==> src/rbs_pkg.sv <==
package rbs_pkg;
   localparam int ADDR_W = 8;
   localparam int DATA_W = 32;

   // Register byte offsets
   localparam logic [7:0] OFF_BRK_EXIT = 8'h00;
   localparam logic [7:0] OFF_RST_CAUSE = 8'h04;
   localparam logic [7:0] OFF_BRK_CTRL = 8'h08;
   localparam logic [7:0] OFF_IRQ_STAT = 8'h0c;
   localparam logic [7:0] OFF_IRQ_MASK = 8'h10;

   // break_exit_status field
   localparam int BIT_BRK_EXIT = 1;
   // break_flag_clear_control field
   localparam int BIT_BRK_CLR_EN = 7;
   // reset_cause_status fields
   localparam int BIT_RC_POR = 7;
   localparam int BIT_RC_PIN = 6;
   localparam int BIT_RC_WDOG = 5;
   localparam int BIT_RC_OPCODE = 4;
   localparam int BIT_RC_FETCH = 3;
   localparam int BIT_RC_USB = 2;
   localparam int BIT_RC_LOWV = 1;
   localparam logic [7:0] RC_RESET_VAL = 8'h80;
   localparam logic [7:0] RC_PIN_ONLY = 8'h40;
   // Interrupt status fields
   localparam int IRQ_W = 2;
   localparam int BIT_IRQ_BRK = 0;
   localparam int BIT_IRQ_PIN = 1;
   localparam logic [1:0] IRQ_MASK_RESET = 2'h0;

   localparam logic [1:0] RESP_OKAY = 2'h0;
   localparam logic [1:0] RESP_SLVERR = 2'h2;

   // Reset pin timing
   localparam logic [4:0] PIN_HOLD_CYC = 5'h10;
   localparam logic [5:0] PIN_SAMPLE_TICKS = 6'h20;

   typedef enum logic [1:0] {
      RBS_PS_IDLE = 2'b00,
      RBS_PS_DRIVE = 2'b01,
      RBS_PS_COUNT = 2'b10,
      RBS_PS_EXT = 2'b11
   } rbs_pin_state_type;
endpackage

==> src/rbs_reg_if.sv <==
`timescale 1ns/10ps
interface rbs_reg_if;
   logic wr_en;
   logic [7:0] wr_addr;
   logic [31:0] wr_data;
   logic [3:0] wr_strb;
   logic wr_hit;
   logic rd_en;
   logic [7:0] rd_addr;
   logic [31:0] rd_data;
   logic rd_hit;
   modport slave(output wr_en, wr_addr, wr_data, wr_strb, rd_en, rd_addr,
                 input wr_hit, rd_data, rd_hit);
   modport core(input wr_en, wr_addr, wr_data, wr_strb, rd_en, rd_addr,
                output wr_hit, rd_data, rd_hit);
endinterface

==> src/rbs_axi_slave.sv <==
`timescale 1ns/10ps
module rbs_axi_slave (
   input wire logic mclk,
   input wire logic nrst,
   input wire logic [7:0] awaddr,
   input wire logic awvalid,
   output logic awready,
   input wire logic [31:0] wdata,
   input wire logic [3:0] wstrb,
   input wire logic wvalid,
   output logic wready,
   output logic [1:0] bresp,
   output logic bvalid,
   input wire logic bready,
   input wire logic [7:0] araddr,
   input wire logic arvalid,
   output logic arready,
   output logic [31:0] rdata,
   output logic [1:0] rresp,
   output logic rvalid,
   input wire logic rready,
   rbs_reg_if.slave rif
);
   logic aw_full_reg, aw_full_next;
   logic [7:0] aw_addr_reg, aw_addr_next;
   logic w_full_reg, w_full_next;
   logic [31:0] w_data_reg, w_data_next;
   logic [3:0] w_strb_reg, w_strb_next;
   logic bvalid_reg, bvalid_next;
   logic [1:0] bresp_reg, bresp_next;
   logic rvalid_reg, rvalid_next;
   logic [31:0] rdata_reg, rdata_next;
   logic [1:0] rresp_reg, rresp_next;
   logic do_wr;

   assign awready = !aw_full_reg && !bvalid_reg;
   assign wready = !w_full_reg && !bvalid_reg;
   assign arready = !rvalid_reg;
   assign do_wr = aw_full_reg && w_full_reg && !bvalid_reg;
   assign rif.wr_en = do_wr;
   assign rif.wr_addr = aw_addr_reg;
   assign rif.wr_data = w_data_reg;
   assign rif.wr_strb = w_strb_reg;
   assign rif.rd_en = arvalid && arready;
   assign rif.rd_addr = araddr;
   assign bvalid = bvalid_reg;
   assign bresp = bresp_reg;
   assign rvalid = rvalid_reg;
   assign rdata = rdata_reg;
   assign rresp = rresp_reg;

   always_comb begin
      aw_full_next = aw_full_reg;
      aw_addr_next = aw_addr_reg;
      w_full_next = w_full_reg;
      w_data_next = w_data_reg;
      w_strb_next = w_strb_reg;
      bvalid_next = bvalid_reg;
      bresp_next = bresp_reg;
      rvalid_next = rvalid_reg;
      rdata_next = rdata_reg;
      rresp_next = rresp_reg;
      if (awvalid && awready) begin
         aw_full_next = 1'b1;
         aw_addr_next = awaddr;
      end
      if (wvalid && wready) begin
         w_full_next = 1'b1;
         w_data_next = wdata;
         w_strb_next = wstrb;
      end
      if (do_wr) begin
         aw_full_next = 1'b0;
         w_full_next = 1'b0;
         bvalid_next = 1'b1;
         bresp_next = rif.wr_hit ? rbs_pkg::RESP_OKAY : rbs_pkg::RESP_SLVERR;
      end else if (bvalid_reg && bready) begin
         bvalid_next = 1'b0;
      end
      if (rif.rd_en) begin
         rvalid_next = 1'b1;
         rdata_next = rif.rd_data;
         rresp_next = rif.rd_hit ? rbs_pkg::RESP_OKAY : rbs_pkg::RESP_SLVERR;
      end else if (rvalid_reg && rready) begin
         rvalid_next = 1'b0;
      end
   end

   always_ff @(posedge mclk or negedge nrst) begin
      if (!nrst) begin
         aw_full_reg <= 1'b0;
         aw_addr_reg <= 8'h00;
         w_full_reg <= 1'b0;
         w_data_reg <= 32'h0000_0000;
         w_strb_reg <= 4'h0;
         bvalid_reg <= 1'b0;
         bresp_reg <= 2'h0;
         rvalid_reg <= 1'b0;
         rdata_reg <= 32'h0000_0000;
         rresp_reg <= 2'h0;
      end else begin
         aw_full_reg <= aw_full_next;
         aw_addr_reg <= aw_addr_next;
         w_full_reg <= w_full_next;
         w_data_reg <= w_data_next;
         w_strb_reg <= w_strb_next;
         bvalid_reg <= bvalid_next;
         bresp_reg <= bresp_next;
         rvalid_reg <= rvalid_next;
         rdata_reg <= rdata_next;
         rresp_reg <= rresp_next;
      end
   end
endmodule

==> src/rbs_pin_sampler.sv <==
`timescale 1ns/10ps
module rbs_pin_sampler (
   input wire logic mclk,
   input wire logic nrst,
   input wire logic start,
   input wire logic osc_div_tick,
   input wire logic pin_in,
   output logic drive,
   output logic pin_low_seen,
   output logic ext_reset
);
   rbs_pkg::rbs_pin_state_type state_reg, state_next;
   logic [4:0] hold_reg, hold_next;
   logic [5:0] tick_reg, tick_next;
   logic seen_reg, seen_next;
   logic ext_reg, ext_next;

   assign drive = (state_reg == rbs_pkg::RBS_PS_DRIVE);
   assign pin_low_seen = seen_reg;
   assign ext_reset = ext_reg;

   always_comb begin
      state_next = state_reg;
      hold_next = hold_reg;
      tick_next = tick_reg;
      seen_next = 1'b0;
      ext_next = 1'b0;
      unique case (state_reg)
         rbs_pkg::RBS_PS_IDLE: begin
            if (start) begin
               state_next = rbs_pkg::RBS_PS_DRIVE;
               hold_next = 5'h00;
            end else if (!pin_in) begin
               // Someone else pulls the pin: an external reset
               state_next = rbs_pkg::RBS_PS_EXT;
               ext_next = 1'b1;
            end
         end
         rbs_pkg::RBS_PS_DRIVE: begin
            if (hold_reg == rbs_pkg::PIN_HOLD_CYC - 5'h01) begin
               state_next = rbs_pkg::RBS_PS_COUNT;
               tick_next = 6'h00;
            end else begin
               hold_next = hold_reg + 5'h01;
            end
         end
         rbs_pkg::RBS_PS_COUNT: begin
            if (start) begin
               state_next = rbs_pkg::RBS_PS_DRIVE;
               hold_next = 5'h00;
            end else if (osc_div_tick) begin
               if (tick_reg == rbs_pkg::PIN_SAMPLE_TICKS - 6'h01) begin
                  // Pin still low after release: external party holds it
                  seen_next = !pin_in;
                  state_next = pin_in ? rbs_pkg::RBS_PS_IDLE : rbs_pkg::RBS_PS_EXT;
               end else begin
                  tick_next = tick_reg + 6'h01;
               end
            end
         end
         rbs_pkg::RBS_PS_EXT: begin
            if (start) begin
               state_next = rbs_pkg::RBS_PS_DRIVE;
               hold_next = 5'h00;
            end else if (pin_in) begin
               state_next = rbs_pkg::RBS_PS_IDLE;
            end
         end
      endcase
   end

   // Power-on starts by driving the pin, as any internal reset does
   always_ff @(posedge mclk or negedge nrst) begin
      if (!nrst) begin
         state_reg <= rbs_pkg::RBS_PS_DRIVE;
         hold_reg <= 5'h00;
         tick_reg <= 6'h00;
         seen_reg <= 1'b0;
         ext_reg <= 1'b0;
      end else begin
         state_reg <= state_next;
         hold_reg <= hold_next;
         tick_reg <= tick_next;
         seen_reg <= seen_next;
         ext_reg <= ext_next;
      end
   end

   chk_pin_sample_time: assert property (@(posedge mclk) disable iff (!nrst)
      (state_reg == rbs_pkg::RBS_PS_COUNT && osc_div_tick && !start
       && tick_reg == rbs_pkg::PIN_SAMPLE_TICKS - 6'h01 && !pin_in) |=> pin_low_seen)
      else $error("pin not flagged low at sample point");
endmodule

==> src/rbs_top.sv <==
// Chosen here: the placing of the registers and the AXI4-Lite register port.
`timescale 1ns/10ps
// Operation
// - Break exiting stop or wait sets flag
// - Writing zero or reset clears break-exit flag
// - Reading reset-cause register clears all flags
// - Power-up leaves only power-on flag set
// - Drive pin low, sample 32 ticks later
// - Power-on flag set by power-on reset
// - External pin flag from pin reset
// - Watchdog flag from watchdog expiry
// - Illegal-instruction flag from illegal opcode
// - Illegal-address flag only on opcode fetch
// - USB flag from USB reset request
// - Low-voltage flag from low-voltage reset
// - In break, clears need the enable
module rbs_top (
   input wire logic mclk,
   input wire logic nrst,
   input wire logic [7:0] awaddr,
   input wire logic awvalid,
   output logic awready,
   input wire logic [31:0] wdata,
   input wire logic [3:0] wstrb,
   input wire logic wvalid,
   output logic wready,
   output logic [1:0] bresp,
   output logic bvalid,
   input wire logic bready,
   input wire logic [7:0] araddr,
   input wire logic arvalid,
   output logic arready,
   output logic [31:0] rdata,
   output logic [1:0] rresp,
   output logic rvalid,
   input wire logic rready,
   input wire logic in_break,
   input wire logic break_exit_stop_wait,
   input wire logic rst_watchdog,
   input wire logic rst_illegal_opcode,
   input wire logic rst_illegal_addr,
   input wire logic illegal_addr_is_fetch,
   input wire logic rst_usb,
   input wire logic rst_low_voltage,
   input wire logic osc_div_tick,
   input wire logic rst_pin_in,
   output logic rst_pin_out,
   output logic rst_pin_oe_n,
   output logic sys_reset_n,
   output logic irq
);
   rbs_reg_if rif();

   logic brk_exit_reg;
   logic brk_exit_next;
   logic [7:0] rcause_reg;
   logic [7:0] rcause_next;
   logic clr_en_reg;
   logic clr_en_next;
   logic [1:0] irq_stat_reg;
   logic [1:0] irq_stat_next;
   logic [1:0] irq_mask_reg;
   logic [1:0] irq_mask_next;
   logic [31:0] rd_mux;
   logic [7:0] int_causes;
   logic int_reset;
   logic clear_ok;
   logic lane0;
   logic wr_brk;
   logic wr_rc;
   logic wr_ctrl;
   logic wr_stat;
   logic wr_mask;
   logic [4:0] cause_pins;
   logic rd_rc;
   logic pin_drive;
   logic pin_low_seen;
   logic ext_reset;

   rbs_axi_slave u_axi (
      .mclk(mclk),
      .nrst(nrst),
      .awaddr(awaddr),
      .awvalid(awvalid),
      .awready(awready),
      .wdata(wdata),
      .wstrb(wstrb),
      .wvalid(wvalid),
      .wready(wready),
      .bresp(bresp),
      .bvalid(bvalid),
      .bready(bready),
      .araddr(araddr),
      .arvalid(arvalid),
      .arready(arready),
      .rdata(rdata),
      .rresp(rresp),
      .rvalid(rvalid),
      .rready(rready),
      .rif(rif)
   );

   rbs_pin_sampler u_pin (
      .mclk(mclk),
      .nrst(nrst),
      .start(int_reset),
      .osc_div_tick(osc_div_tick),
      .pin_in(rst_pin_in),
      .drive(pin_drive),
      .pin_low_seen(pin_low_seen),
      .ext_reset(ext_reset)
   );

   // Open-drain: only ever pulls low
   assign rst_pin_out = 1'b0;
   assign rst_pin_oe_n = !pin_drive;
   assign sys_reset_n = !pin_drive;
   assign irq = |(irq_stat_reg & irq_mask_reg);

   // Data accesses to a bad address are not a reset cause
   always_comb begin
      int_causes = 8'h00;
      int_causes[rbs_pkg::BIT_RC_WDOG] = rst_watchdog;
      int_causes[rbs_pkg::BIT_RC_OPCODE] = rst_illegal_opcode;
      int_causes[rbs_pkg::BIT_RC_FETCH] = rst_illegal_addr && illegal_addr_is_fetch;
      int_causes[rbs_pkg::BIT_RC_USB] = rst_usb;
      int_causes[rbs_pkg::BIT_RC_LOWV] = rst_low_voltage;
   end
   assign int_reset = |int_causes;
   // Raw cause inputs, so checks see single-cause resets
   assign cause_pins = {rst_watchdog, rst_illegal_opcode, rst_illegal_addr,
      rst_usb, rst_low_voltage};

   // Debug reads in break must not destroy state unless allowed
   assign clear_ok = !in_break || clr_en_reg;
   assign lane0 = rif.wr_strb[0];
   assign wr_brk = rif.wr_en && rif.wr_addr == rbs_pkg::OFF_BRK_EXIT;
   assign wr_rc = rif.wr_en && rif.wr_addr == rbs_pkg::OFF_RST_CAUSE;
   assign wr_ctrl = rif.wr_en && rif.wr_addr == rbs_pkg::OFF_BRK_CTRL;
   assign wr_stat = rif.wr_en && rif.wr_addr == rbs_pkg::OFF_IRQ_STAT;
   assign wr_mask = rif.wr_en && rif.wr_addr == rbs_pkg::OFF_IRQ_MASK;
   assign rd_rc = rif.rd_en && rif.rd_addr == rbs_pkg::OFF_RST_CAUSE;
   assign rif.wr_hit = wr_brk || wr_rc || wr_ctrl || wr_stat || wr_mask;

   always_comb begin
      rd_mux = 32'h0000_0000;
      rif.rd_hit = 1'b1;
      unique case (rif.rd_addr)
         rbs_pkg::OFF_BRK_EXIT: rd_mux[rbs_pkg::BIT_BRK_EXIT] = brk_exit_reg;
         rbs_pkg::OFF_RST_CAUSE: rd_mux[7:0] = rcause_reg;
         rbs_pkg::OFF_BRK_CTRL: rd_mux[rbs_pkg::BIT_BRK_CLR_EN] = clr_en_reg;
         rbs_pkg::OFF_IRQ_STAT: rd_mux[1:0] = irq_stat_reg;
         rbs_pkg::OFF_IRQ_MASK: rd_mux[1:0] = irq_mask_reg;
         default: rif.rd_hit = 1'b0;
      endcase
   end
   assign rif.rd_data = rd_mux;

   // Flags: a new event in the clearing cycle wins
   always_comb begin
      brk_exit_next = brk_exit_reg;
      if (wr_brk && lane0 && !rif.wr_data[rbs_pkg::BIT_BRK_EXIT] && clear_ok) begin
         brk_exit_next = 1'b0;
      end
      if (break_exit_stop_wait) begin
         brk_exit_next = 1'b1;
      end
   end

   always_comb begin
      rcause_next = rcause_reg;
      if (rd_rc && clear_ok) begin
         rcause_next = 8'h00;
      end
      if (ext_reset) begin
         rcause_next = rbs_pkg::RC_PIN_ONLY;
      end
      if (int_reset) begin
         // Only the latest reset is reported
         rcause_next = int_causes;
      end
      if (pin_low_seen) begin
         rcause_next[rbs_pkg::BIT_RC_PIN] = 1'b1;
      end
   end

   always_comb begin
      clr_en_next = clr_en_reg;
      if (wr_ctrl && lane0) begin
         clr_en_next = rif.wr_data[rbs_pkg::BIT_BRK_CLR_EN];
      end
   end

   always_comb begin
      irq_stat_next = irq_stat_reg;
      irq_mask_next = irq_mask_reg;
      if (wr_stat && lane0 && clear_ok) begin
         irq_stat_next = irq_stat_reg & ~rif.wr_data[1:0];
      end
      if (break_exit_stop_wait) begin
         irq_stat_next[rbs_pkg::BIT_IRQ_BRK] = 1'b1;
      end
      if (pin_low_seen || ext_reset) begin
         irq_stat_next[rbs_pkg::BIT_IRQ_PIN] = 1'b1;
      end
      if (wr_mask && lane0) begin
         irq_mask_next = rif.wr_data[1:0];
      end
   end

   // nrst is the power-on reset; internal resets do not reach here
   always_ff @(posedge mclk or negedge nrst) begin
      if (!nrst) begin
         brk_exit_reg <= 1'b0;
         rcause_reg <= rbs_pkg::RC_RESET_VAL;
         clr_en_reg <= 1'b0;
         irq_stat_reg <= 2'h0;
         irq_mask_reg <= rbs_pkg::IRQ_MASK_RESET;
      end else begin
         brk_exit_reg <= brk_exit_next;
         rcause_reg <= rcause_next;
         clr_en_reg <= clr_en_next;
         irq_stat_reg <= irq_stat_next;
         irq_mask_reg <= irq_mask_next;
      end
   end

   logic first_cyc_reg;
   always_ff @(posedge mclk or negedge nrst) begin
      if (!nrst) begin
         first_cyc_reg <= 1'b1;
      end else begin
         first_cyc_reg <= 1'b0;
      end
   end

   chk_por_init_value: assert property (@(posedge mclk) disable iff (!nrst)
      first_cyc_reg |-> rcause_reg == rbs_pkg::RC_RESET_VAL)
      else $error("reset cause not power-on only after reset");

   chk_brk_exit_set: assert property (@(posedge mclk) disable iff (!nrst)
      break_exit_stop_wait |=> brk_exit_reg)
      else $error("break exit did not set flag");

   chk_brk_exit_clear: assert property (@(posedge mclk) disable iff (!nrst)
      (wr_brk && lane0 && !rif.wr_data[rbs_pkg::BIT_BRK_EXIT] && clear_ok
       && !break_exit_stop_wait) |=> !brk_exit_reg && bvalid)
      else $error("break exit flag not cleared by write");

   chk_rc_read_clear: assert property (@(posedge mclk) disable iff (!nrst)
      (rd_rc && clear_ok && !int_reset && !ext_reset && !pin_low_seen)
      |=> rcause_reg == 8'h00 && rvalid)
      else $error("reset cause not cleared by read");

   chk_por_read_clear: assert property (@(posedge mclk) disable iff (!nrst)
      (rd_rc && clear_ok && rcause_reg[rbs_pkg::BIT_RC_POR] && !int_reset)
      |=> !rcause_reg[rbs_pkg::BIT_RC_POR])
      else $error("power-on flag not cleared by read");

   chk_break_hold: assert property (@(posedge mclk) disable iff (!nrst)
      (rd_rc && in_break && !clr_en_reg && !int_reset && !ext_reset && !pin_low_seen)
      |=> $stable(rcause_reg))
      else $error("reset cause cleared in break without enable");

   chk_stat_break_hold: assert property (@(posedge mclk) disable iff (!nrst)
      (wr_stat && in_break && !clr_en_reg && !break_exit_stop_wait && !pin_low_seen
       && !ext_reset) |=> $stable(irq_stat_reg))
      else $error("interrupt status cleared in break without enable");

   chk_clear_en_set: assert property (@(posedge mclk) disable iff (!nrst)
      (wr_ctrl && lane0 && rif.wr_data[rbs_pkg::BIT_BRK_CLR_EN]) |=> clr_en_reg)
      else $error("break clear enable not set by write");

   chk_wdog_cause: assert property (@(posedge mclk) disable iff (!nrst)
      (rst_watchdog && $onehot(cause_pins) && !pin_low_seen)
      |=> (rcause_reg[rbs_pkg::BIT_RC_WDOG] && $onehot(rcause_reg)) ##1 !rst_pin_oe_n)
      else $error("watchdog reset not recorded");

   chk_opcode_cause: assert property (@(posedge mclk) disable iff (!nrst)
      (rst_illegal_opcode && $onehot(cause_pins) && !pin_low_seen)
      |=> rcause_reg[rbs_pkg::BIT_RC_OPCODE] && $onehot(rcause_reg))
      else $error("illegal opcode reset not recorded");

   chk_fetch_cause: assert property (@(posedge mclk) disable iff (!nrst)
      (rst_illegal_addr && illegal_addr_is_fetch && $onehot(cause_pins) && !pin_low_seen)
      |=> rcause_reg[rbs_pkg::BIT_RC_FETCH] && $onehot(rcause_reg))
      else $error("illegal fetch reset not recorded");

   chk_usb_cause: assert property (@(posedge mclk) disable iff (!nrst)
      (rst_usb && $onehot(cause_pins) && !pin_low_seen)
      |=> rcause_reg[rbs_pkg::BIT_RC_USB] && $onehot(rcause_reg))
      else $error("usb reset not recorded");

   chk_lowv_cause: assert property (@(posedge mclk) disable iff (!nrst)
      (rst_low_voltage && $onehot(cause_pins) && !pin_low_seen)
      |=> rcause_reg[rbs_pkg::BIT_RC_LOWV] && $onehot(rcause_reg))
      else $error("low voltage reset not recorded");

   chk_data_addr_ignored: assert property (@(posedge mclk) disable iff (!nrst)
      (rst_illegal_addr && !illegal_addr_is_fetch && !rcause_reg[rbs_pkg::BIT_RC_FETCH])
      |=> !rcause_reg[rbs_pkg::BIT_RC_FETCH])
      else $error("data access set illegal address cause");

   chk_pin_added: assert property (@(posedge mclk) disable iff (!nrst)
      (pin_low_seen && !int_reset) |=> rcause_reg[rbs_pkg::BIT_RC_PIN])
      else $error("pin held low after reset not recorded");

   chk_ext_pin_cause: assert property (@(posedge mclk) disable iff (!nrst)
      (ext_reset && !int_reset) |=> rcause_reg == rbs_pkg::RC_PIN_ONLY)
      else $error("external pin reset not recorded");

   chk_irq_level: assert property (@(posedge mclk) disable iff (!nrst)
      (break_exit_stop_wait && irq_mask_reg[rbs_pkg::BIT_IRQ_BRK] && !wr_mask) |=> irq)
      else $error("unmasked break event gave no interrupt");
endmodule

==> config.mk <==
export PLATFORM = sky130hd
export DESIGN_NAME = rbs_top
export DESIGN_NICKNAME = d
export VERILOG_FILES = /design/src/rbs_pkg.sv /design/src/rbs_reg_if.sv /design/src/rbs_axi_slave.sv /design/src/rbs_pin_sampler.sv /design/src/rbs_top.sv
export SDC_FILE = /design/constraint.sdc
export NUM_CORES = 1
export LEC_CHECK = 0
export ABC_AREA = 1
export BUFFER_PORTS_ARGS = -buffer_cell sky130_fd_sc_hd__buf_2
export CAP_MARGIN = 20
export CELL_PAD_IN_SITES_DETAIL_PLACEMENT = 0
export CELL_PAD_IN_SITES_GLOBAL_PLACEMENT = 1
export CORE_MARGIN = 2
export CORE_UTILIZATION = 26
export DETAILED_ROUTE_END_ITERATION = 12
export PLACE_DENSITY_LB_ADDON = 0.05
export SLEW_MARGIN = 10
export SYNTH_ARGS = -nofsm -noshare
export SYNTH_HDL_FRONTEND = slang
export SYNTH_SLANG_ARGS = --single-unit
export TNS_END_PERCENT = 1
==> constraint.sdc <==
create_clock -name mclk -period 2.21 [get_ports mclk]
set_clock_uncertainty 0.15 [all_clocks]
set_input_delay 0.3315 -clock mclk [delete_from_list [all_inputs] [get_ports mclk]]
set_output_delay 0.3315 -clock mclk [all_outputs]
set_load 0.01 [all_outputs]
==> results of run 1 <==
-- power by group --
group          internal [mW]  switching [mW]
logic                  0.348           0.657
registers               1.19           0.133
clock network          0.339           0.348
-- cell type report --
cell class              count  area (um2)  area share
clock buffers               6       72.57     0.02151
repair buffers             58       315.3     0.09347
well taps                 140       175.2     0.05193
flip-flops and latches     54        1354      0.4013
clock inverters             2       37.54     0.01113
inverters                  51       191.4     0.05675
multi-input cells         257        1227      0.3639
-- metal layers --
| metal | GRT usage | share of wire |
|---|---|---|
| met4 | 0.02984 | 0.0080 |
| met1 | 0.1583 | 0.49 |
| met2 | 0.1797 | 0.46 |
| met5 | 0 | 0 |
| met3 | 0.02193 | 0.046 |
-- per-stage QoR --
step | total power [mW] | area (um2) | setup slack [ns]
floorplan | 2.068 | 2980 | 0.4555
global placement | 2.335 | 3231 | 0.1817
detailed placement | 2.341 | 3231 | 0.1992
CTS | 3.052 | 3351 | 0.1838
global route | 3.274 | 3373 | 0.04329
finish | 3.018 | 3373 | 0.2447
-- what timing repair did --
action / in CTS / in global routing
resized for setup: 0 / 2
hold buffers: 1 / 0
endpoints found under the hold margin: 52 / 0
setup buffers: 0 / 2
endpoints found under the setup margin: 0 / 4
-- kinds of logic after synthesis --
group                      count (synthesis)  share of synthesized area
and+or+nand+nor                          184                     0.2852
buffers and inverters                     80                     0.1411
DFF                                       54                     0.4696
AOI/OAI and AO/OA                         41                    0.08290
adders and majority gates                  3                    0.01302
other                                      1                   0.001301
xor gates and xnor gates                   1                   0.003039
muxes                                      1                   0.003906
-- worst max-delay path by stage --
stage / to / cells past startpoint / slack [ns]
4_1_cts: u_pin.tick_reg[2] / 11 / 0.18
2_1_floorplan: u_pin.tick_reg[2] / 11 / 0.46
3_3_place_gp: u_pin.tick_reg[4] / 11 / 0.18
5_1_grt: u_pin.tick_reg[4] / 11 / 0.04
3_5_place_dp: u_pin.tick_reg[2] / 11 / 0.20
6_report: u_pin.tick_reg[2] / 11 / 0.24
-- synth_stat cells, drive strengths merged (2+ instances only) --
cell | number | area (um2)
nand2 | 84 | 337.8
dfrtp | 52 | 1301
inv | 50 | 187.7
nor2 | 47 | 196.4
nand3 | 31 | 155.2
buf | 29 | 215.2
o21ai | 18 | 90.08
a21oi | 14 | 81.33
nand4 | 10 | 62.56
nor3 | 10 | 55.05
o21bai | 4 | 30.03
ha | 3 | 37.54
dfstp | 2 | 52.55
o211ai | 2 | 15.01
==> impl_metrics.toml, run 1 <==
[floorplanning]
die-height_um = 109.3
die_width_um = 109.3
start_util = 0.2659
pin_count = 114
row_count = 38
core_area_um2 = 10840
die_area_um2 = 11950

[clock_tree]
clk_pin_slew_worst_paths_ns = 0.11
clock_path_buffers = 2
clk-insertion-delay-late_ns = 0.31
tritoncts = "built"
htreeDepth = 2
cts_made_buffers = 5
root_buffer = "clkbuf_8"
cts_num_sinks = 54

[worst_setup_path]
critPathMaxFanout = 9
crit_type = "reg -> reg"
critPathBufInv = 3
end_kind = "flip-flop"
max_stage_delay_ns = 0.41
regToRegSetupSlack_ns = 0.24
arrival_ns = 2.07
cp-startpoint = "u_pin.hold_reg[0]"
crit_family = "simple AND/OR/NAND/NOR gates"
worstReg2RegStart = "u_pin.hold_reg[0]"
worstPathCellList = "ha_2 > inv_1 > nor3_2 > ha_1 > inv_1 > nand2_4 > nand2_2 > a21oi_4 > buf_4 > nand3_1 > nand2_1"
rr_endpoint = "u_pin.tick_reg[2]"
required_ns = 2.31
rr_worst_depth = 11
crit_slowest_cell = "dfrtp_1"
crit_path_frequent_cell = "inv_1"
startpoint_type = "flip-flop"

[grt]
grt_max_degree = 55
antenna_found_initial = 0
track_usage = 0.1132
overflow = 0
grt_pass1_vias = 2177
grt_pass1_wl_mm = 10.78

[placed_design]
portBuffers = 54
dp_hpwl_mm = 4.785
gp_congestion = 0.7713
dp_cells = 557

[route]
via_count = 2387
wirelength_mm = 6.528
firstDrtPassIters = 4
drc = 0
drtIter0Drc = 73
via_per_inst = 4.202
ant_nets = 0
wl_per_cell_um = 11.49

[sta]
max_freq_mhz = 508.8
setup_tns_ns = 0
rsz0062_at_grt = "no"
fin_crit_ns = 1.965
relSlewSlack = 0.6424
whs_ns = 0.03716
setup_viol = 0
final-max-slew-violation-count = 0
hold_viol = 0
worst_pin_slew_ns = 0.5351
post-route-period-util = 0.8893

[cells_and_area]
layout_commonest_cell = "nand2_1"
antenna_cells = 0
fin_nets = 499
layout_common_cells = "nand2_1 (79), buf_2 (54), dfrtp_1 (52), inv_1 (45), nor2_1 (43)"
fillers = 1216
stdcell_count = 568
final_util = 0.3112
layout-drive-gt1-share = 0.1986
areaGrowthSynthToFinish_pct = 17.01

[yosys]
ys.flop_type = "dfrtp_1"
synth_edf_count = 0
synth_cell_types = 32
syn_area_per_cell_um2 = 7.898
ys_seq_area_frac = 0.4696
syn_inst = 365
syn_area_um2 = 2883
yosys_warnings = 0
ys_ff_latch = 54
async_flop_share = 1.000

[worst_hold_path]
hold_class = "in -> reg"
hold_path_end = "u_axi.bvalid"
hold_path_startpoint = "bready"
holdPathStages = 2

[pwr]
p_per_area_nw_per_um2 = 894.8
ir_drop_v = 0.0002716
p_leak_nw = 1.733

[status]
outcome = "completed"

[job]
max_cap_violations = 0
(Power assumes the default switching activity.)
==> run 2: changes to the inputs <==
Clock period 2.21 ns to 1.9 ns, I/O delays scaled along.
==> impl_metrics.toml, run 2 (same netlist as run 1, synthesis figures left out) <==
[sta]
setup_viol = 0
final-max-slew-violation-count = 0
rsz0062_at_grt = "no"
max_freq_mhz = 565.1
hold_viol = 0
fin_crit_ns = 1.770
worst_pin_slew_ns = 0.5705
whs_ns = 0.01629
relSlewSlack = 0.6196
setup_tns_ns = 0
post-route-period-util = 0.9313
fin_ws_ns = 0.1305

[route]
drc = 0
drtIter0Drc = 134
via_count = 2380
via_per_inst = 4.132
firstDrtPassIters = 4
wirelength_mm = 6.631
ant_nets = 0
wl_per_cell_um = 11.51

[placed_design]
dp_hpwl_mm = 5.121
post-place-ws_ns = 0.05735
gp_congestion = 0.8009
dpl_cell_area_um2 = 3308
dp_cells = 564
portBuffers = 54

[clock_tree]
clock_path_buffers = 2
tritoncts = "built"
cts_num_sinks = 54
clk_pin_slew_worst_paths_ns = 0.11
htreeDepth = 2
cts_made_buffers = 5
root_buffer = "clkbuf_8"
clk-insertion-delay-late_ns = 0.30

[cells_and_area]
layout-drive-gt1-share = 0.2156
fin_area_um2 = 3460
fin_nets = 507
layout_common_cells = "nand2_1 (79), buf_2 (54), dfrtp_1 (52), inv_1 (45), nor2_1 (43)"
layout_commonest_cell = "nand2_1"
antenna_cells = 0
stdcell_count = 576
areaGrowthSynthToFinish_pct = 20.01

[floorplanning]
die_area_um2 = 11950
row_count = 38
pin_count = 114
core_area_um2 = 10840
start_util = 0.2659
die-height_um = 109.3
die_width_um = 109.3

[pwr]
p_per_area_nw_per_um2 = 1025
p_leak_nw = 1.782
power.internal_mw = 2.183
switchingPower_mw = 1.362
clkPwrFrac = 0.198
ir_drop_v = 0.0003353
seq_power_share = 0.435
sw_frac_of_total = 0.3841
p_comb_frac = 0.367

[worst_hold_path]
holdPathStages = 2
hold_class = "in -> reg"

[status]
outcome = "completed"

[worst_setup_path]
rr_worst_depth = 11
arrival_ns = 1.33
startpoint_type = "flip-flop"
required_ns = 1.46
critPathMaxFanout = 4
crit_type = "reg -> out"
end_kind = "output pin"

[job]
max_cap_violations = 0

[grt]
grt_max_degree = 21
grt_pass1_vias = 2233
track_usage = 0.1163
antenna_found_initial = 0
grt_pass1_wl_mm = 10.91
overflow = 0
run 2: power groups by stage:
stage / clock network, mW / logic, mW / registers [mW]
detailed placement: 0 / 1.28 / 1.56
floorplan: 0 / 0.856 / 1.55
global route: 0.776 / 1.50 / 1.58
finish: 0.701 / 1.30 / 1.54
global placement: 0 / 1.29 / 1.56
CTS: 0.744 / 1.29 / 1.54
run 2: critical path, cell delays in order (launching register included):
cell,delay (ns)
dfstp_2,0.60
inv_2,0.08
nor2_4,0.14
inv_2,0.07
buf_2,0.14
run 2: metal layers:
layer	vias up	GRT usage	routed length, um
li1	1253	-	-
met1	1076	0.1625	3189
met2	49	0.1850	3102
met3	2	0.02430	298
met4	0	0.02712	41
met5	-	0	0
run 2: layout make-up:
| class | instances | area, um2 |
|---|---|---|
| Clock inverter | 2 | 12.51 |
| Inverter | 51 | 191.4 |
| Tap cell | 140 | 175.2 |
| Fill cell | 1220 | 7381 |
| Multi-Input combinational cell | 257 | 1237 |
| Timing Repair Buffer | 66 | 406.6 |
| Sequential cell | 54 | 1354 |
| Clock buffer | 6 | 82.58 |
run 2: through the flow:
step	util	total power, mW
3_3_place_gp	0.3052	2.849
3_5_place_dp	0.3052	2.849
2_1_floorplan	-	2.405
6_report	0.3191	3.545
5_1_grt	0.3191	3.858
4_1_cts	0.3158	3.574
run 2: repair_timing:
action	in CTS	in global routing
gates resized for setup	0	5
hold endpoints to repair	17	0
hold buffers	2	0
setup buffers	0	2
endpoints found under the setup margin	0	14
run 2: path summary, 6_finish.rpt:
check	slack [ns]	to	startpoint
hold / removal	0.02	u_pin.ext_reset	rst_pin_in
hold reg to reg	0.30	rcause_reg[7]	rcause_reg[7]
max in group asynchronous	0.74	u_axi.rdata[1]	nrst
min in group asynchronous	0.35	u_axi.rdata[3]	nrst
setup / recovery	0.13	rst_pin_oe_n	u_pin.state_reg[0]
setup reg to reg	0.14	u_pin.tick_reg[3]	u_pin.hold_reg[1]
==> run 3: changes to the inputs <==
Settings changed: PLACE_DENSITY set to 0.61, PLACE_DENSITY_LB_ADDON 0.05 to unset.
==> impl_metrics.toml, run 3 (same netlist as run 1, synthesis figures left out) <==
[status]
outcome = "completed"

[clock_tree]
tritoncts = "built"
clk-insertion-delay-late_ns = 0.30
htreeDepth = 2
clk_pin_slew_worst_paths_ns = 0.10
root_buffer = "clkbuf_8"
clock_path_buffers = 2
cts_made_buffers = 5
cts_num_sinks = 54

[cells_and_area]
multi_input_area_um2 = 1261
areaGrowthSynthToFinish_pct = 19.83
fin_nets = 506
fin_area_um2 = 3455
final_util = 0.3187
layout-drive-gt1-share = 0.2276
layout_common_cells = "nand2_1 (76), buf_2 (54), dfrtp_1 (52), inv_1 (43), nor2_1 (42)"
seqCellArea_um2 = 1354
fillers = 1179
antenna_cells = 0
layout_commonest_cell = "nand2_1"

[placed_design]
post-place-ws_ns = -0.006434
gp_congestion = 0.8398
dp_hpwl_mm = 4.787
dpl_cell_area_um2 = 3261
portBuffers = 54

[sta]
max_freq_mhz = 551.8
setup_tns_ns = 0
post-route-period-util = 0.9538
fin_crit_ns = 1.812
final-max-slew-violation-count = 0
hold_viol = 0
setup_viol = 0
fin_ws_ns = 0.08781
rsz0062_at_grt = "yes"

[route]
ant_nets = 0
via_count = 2421
wl_per_cell_um = 10.71
via_per_inst = 4.210
drc = 0
drtIter0Drc = 132
wirelength_mm = 6.161
firstDrtPassIters = 4

[grt]
overflow = 0
antenna_found_initial = 0
track_usage = 0.1067
grt_pass1_wl_mm = 10.13
grt_pass1_vias = 2217
grt_max_degree = 36

[floorplanning]
row_count = 38
core_area_um2 = 10840
die_width_um = 109.3
start_util = 0.2659
die-height_um = 109.3
die_area_um2 = 11950
pin_count = 114

[pwr]
finalPower_mw = 3.517
p_leak_nw = 1.785
p_per_area_nw_per_um2 = 1018
ir_drop_v = 0.0003192

[worst_setup_path]
crit_slowest_cell = "dfrtp_1"
crit_path_frequent_cell = "nand2_4"
arrival_ns = 1.87
max_stage_delay_ns = 0.38
required_ns = 1.96
worstPathCellList = "ha_2 > inv_2 > nor3_4 > ha_2 > inv_2 > nand2_4 > nand2_4 > a21oi_4 > nand2_4 > nand2_2 > nand2_2"
startpoint_type = "flip-flop"
crit_type = "reg -> reg"
critPathBufInv = 2
critPathMaxFanout = 6
crit_family = "simple AND/OR/NAND/NOR gates"
end_kind = "flip-flop"

[worst_hold_path]
hold_class = "in -> reg"

[job]
max_cap_violations = 0
-- run 3: changes by cell type in the layout (fill, tap and decap cells not counted), moves of 2 or more --
cell,before,now
inv_2,5,7
inv_1,45,43
buf_12,3,1
nor3_2,3,1
nand2_1,79,76
nand2_2,3,5
-- run 3: worst paths after layout --
kind / from / end / slack (ns) / depth (start not counted)
max: u_pin.hold_reg[1] / u_pin.tick_reg[4] / 0.09 / 11
min: rready / u_axi.rvalid / 0.02 / 2
max reg2reg: u_pin.hold_reg[1] / u_pin.tick_reg[4] / 0.09 / 11
min reg2reg: rcause_reg[7] / rcause_reg[7] / 0.30 / 2
max in group asynchronous: nrst / rcause_reg[7] / 0.66 / 3
min in group asynchronous: nrst / u_axi.rif.wr_addr[4] / 0.32 / 2
-- run 3: report_power, final --
group / internal (mW) / switching (mW) / total, mW
sequential: 1.39 / 0.151 / 1.54
combinational: 0.491 / 0.808 / 1.30
clock: 0.294 / 0.386 / 0.681
-- run 3: stage by stage --
step           instances  hold WS (ns)
6_report             575       0.02225
5_1_grt              575       0.02396
4_1_cts              573       0.01954
3_5_place_dp         561        0.1300
3_3_place_gp         561        0.1341
2_1_floorplan        391       -0.1606
-- run 3: cell type report --
class / count / share of cell area
well taps: 140 / 0.05071
multi-input cells: 257 / 0.3651
flip-flops and latches: 54 / 0.3919
inverters: 51 / 0.05541
clock buffers: 6 / 0.02390
clock inverters: 2 / 0.003622
repair buffers: 65 / 0.1094
-- run 3: what timing repair did --
action / CTS / global route
hold buffers: 2 / 0
resized for setup: 0 / 15
buffers inserted: 2 / 2
endpoints found under the setup margin: 6 / 15
pin swaps: 0 / 5
endpoints found under the hold margin: 20 / 0
-- run 3: metal layers --
layer	up-vias	global-route usage	wire, um
li1	1252	-	-
met1	1107	0.1417	2958
met2	56	0.1770	2814
met3	6	0.01838	311
met4	0	0.03436	76
met5	-	0	0
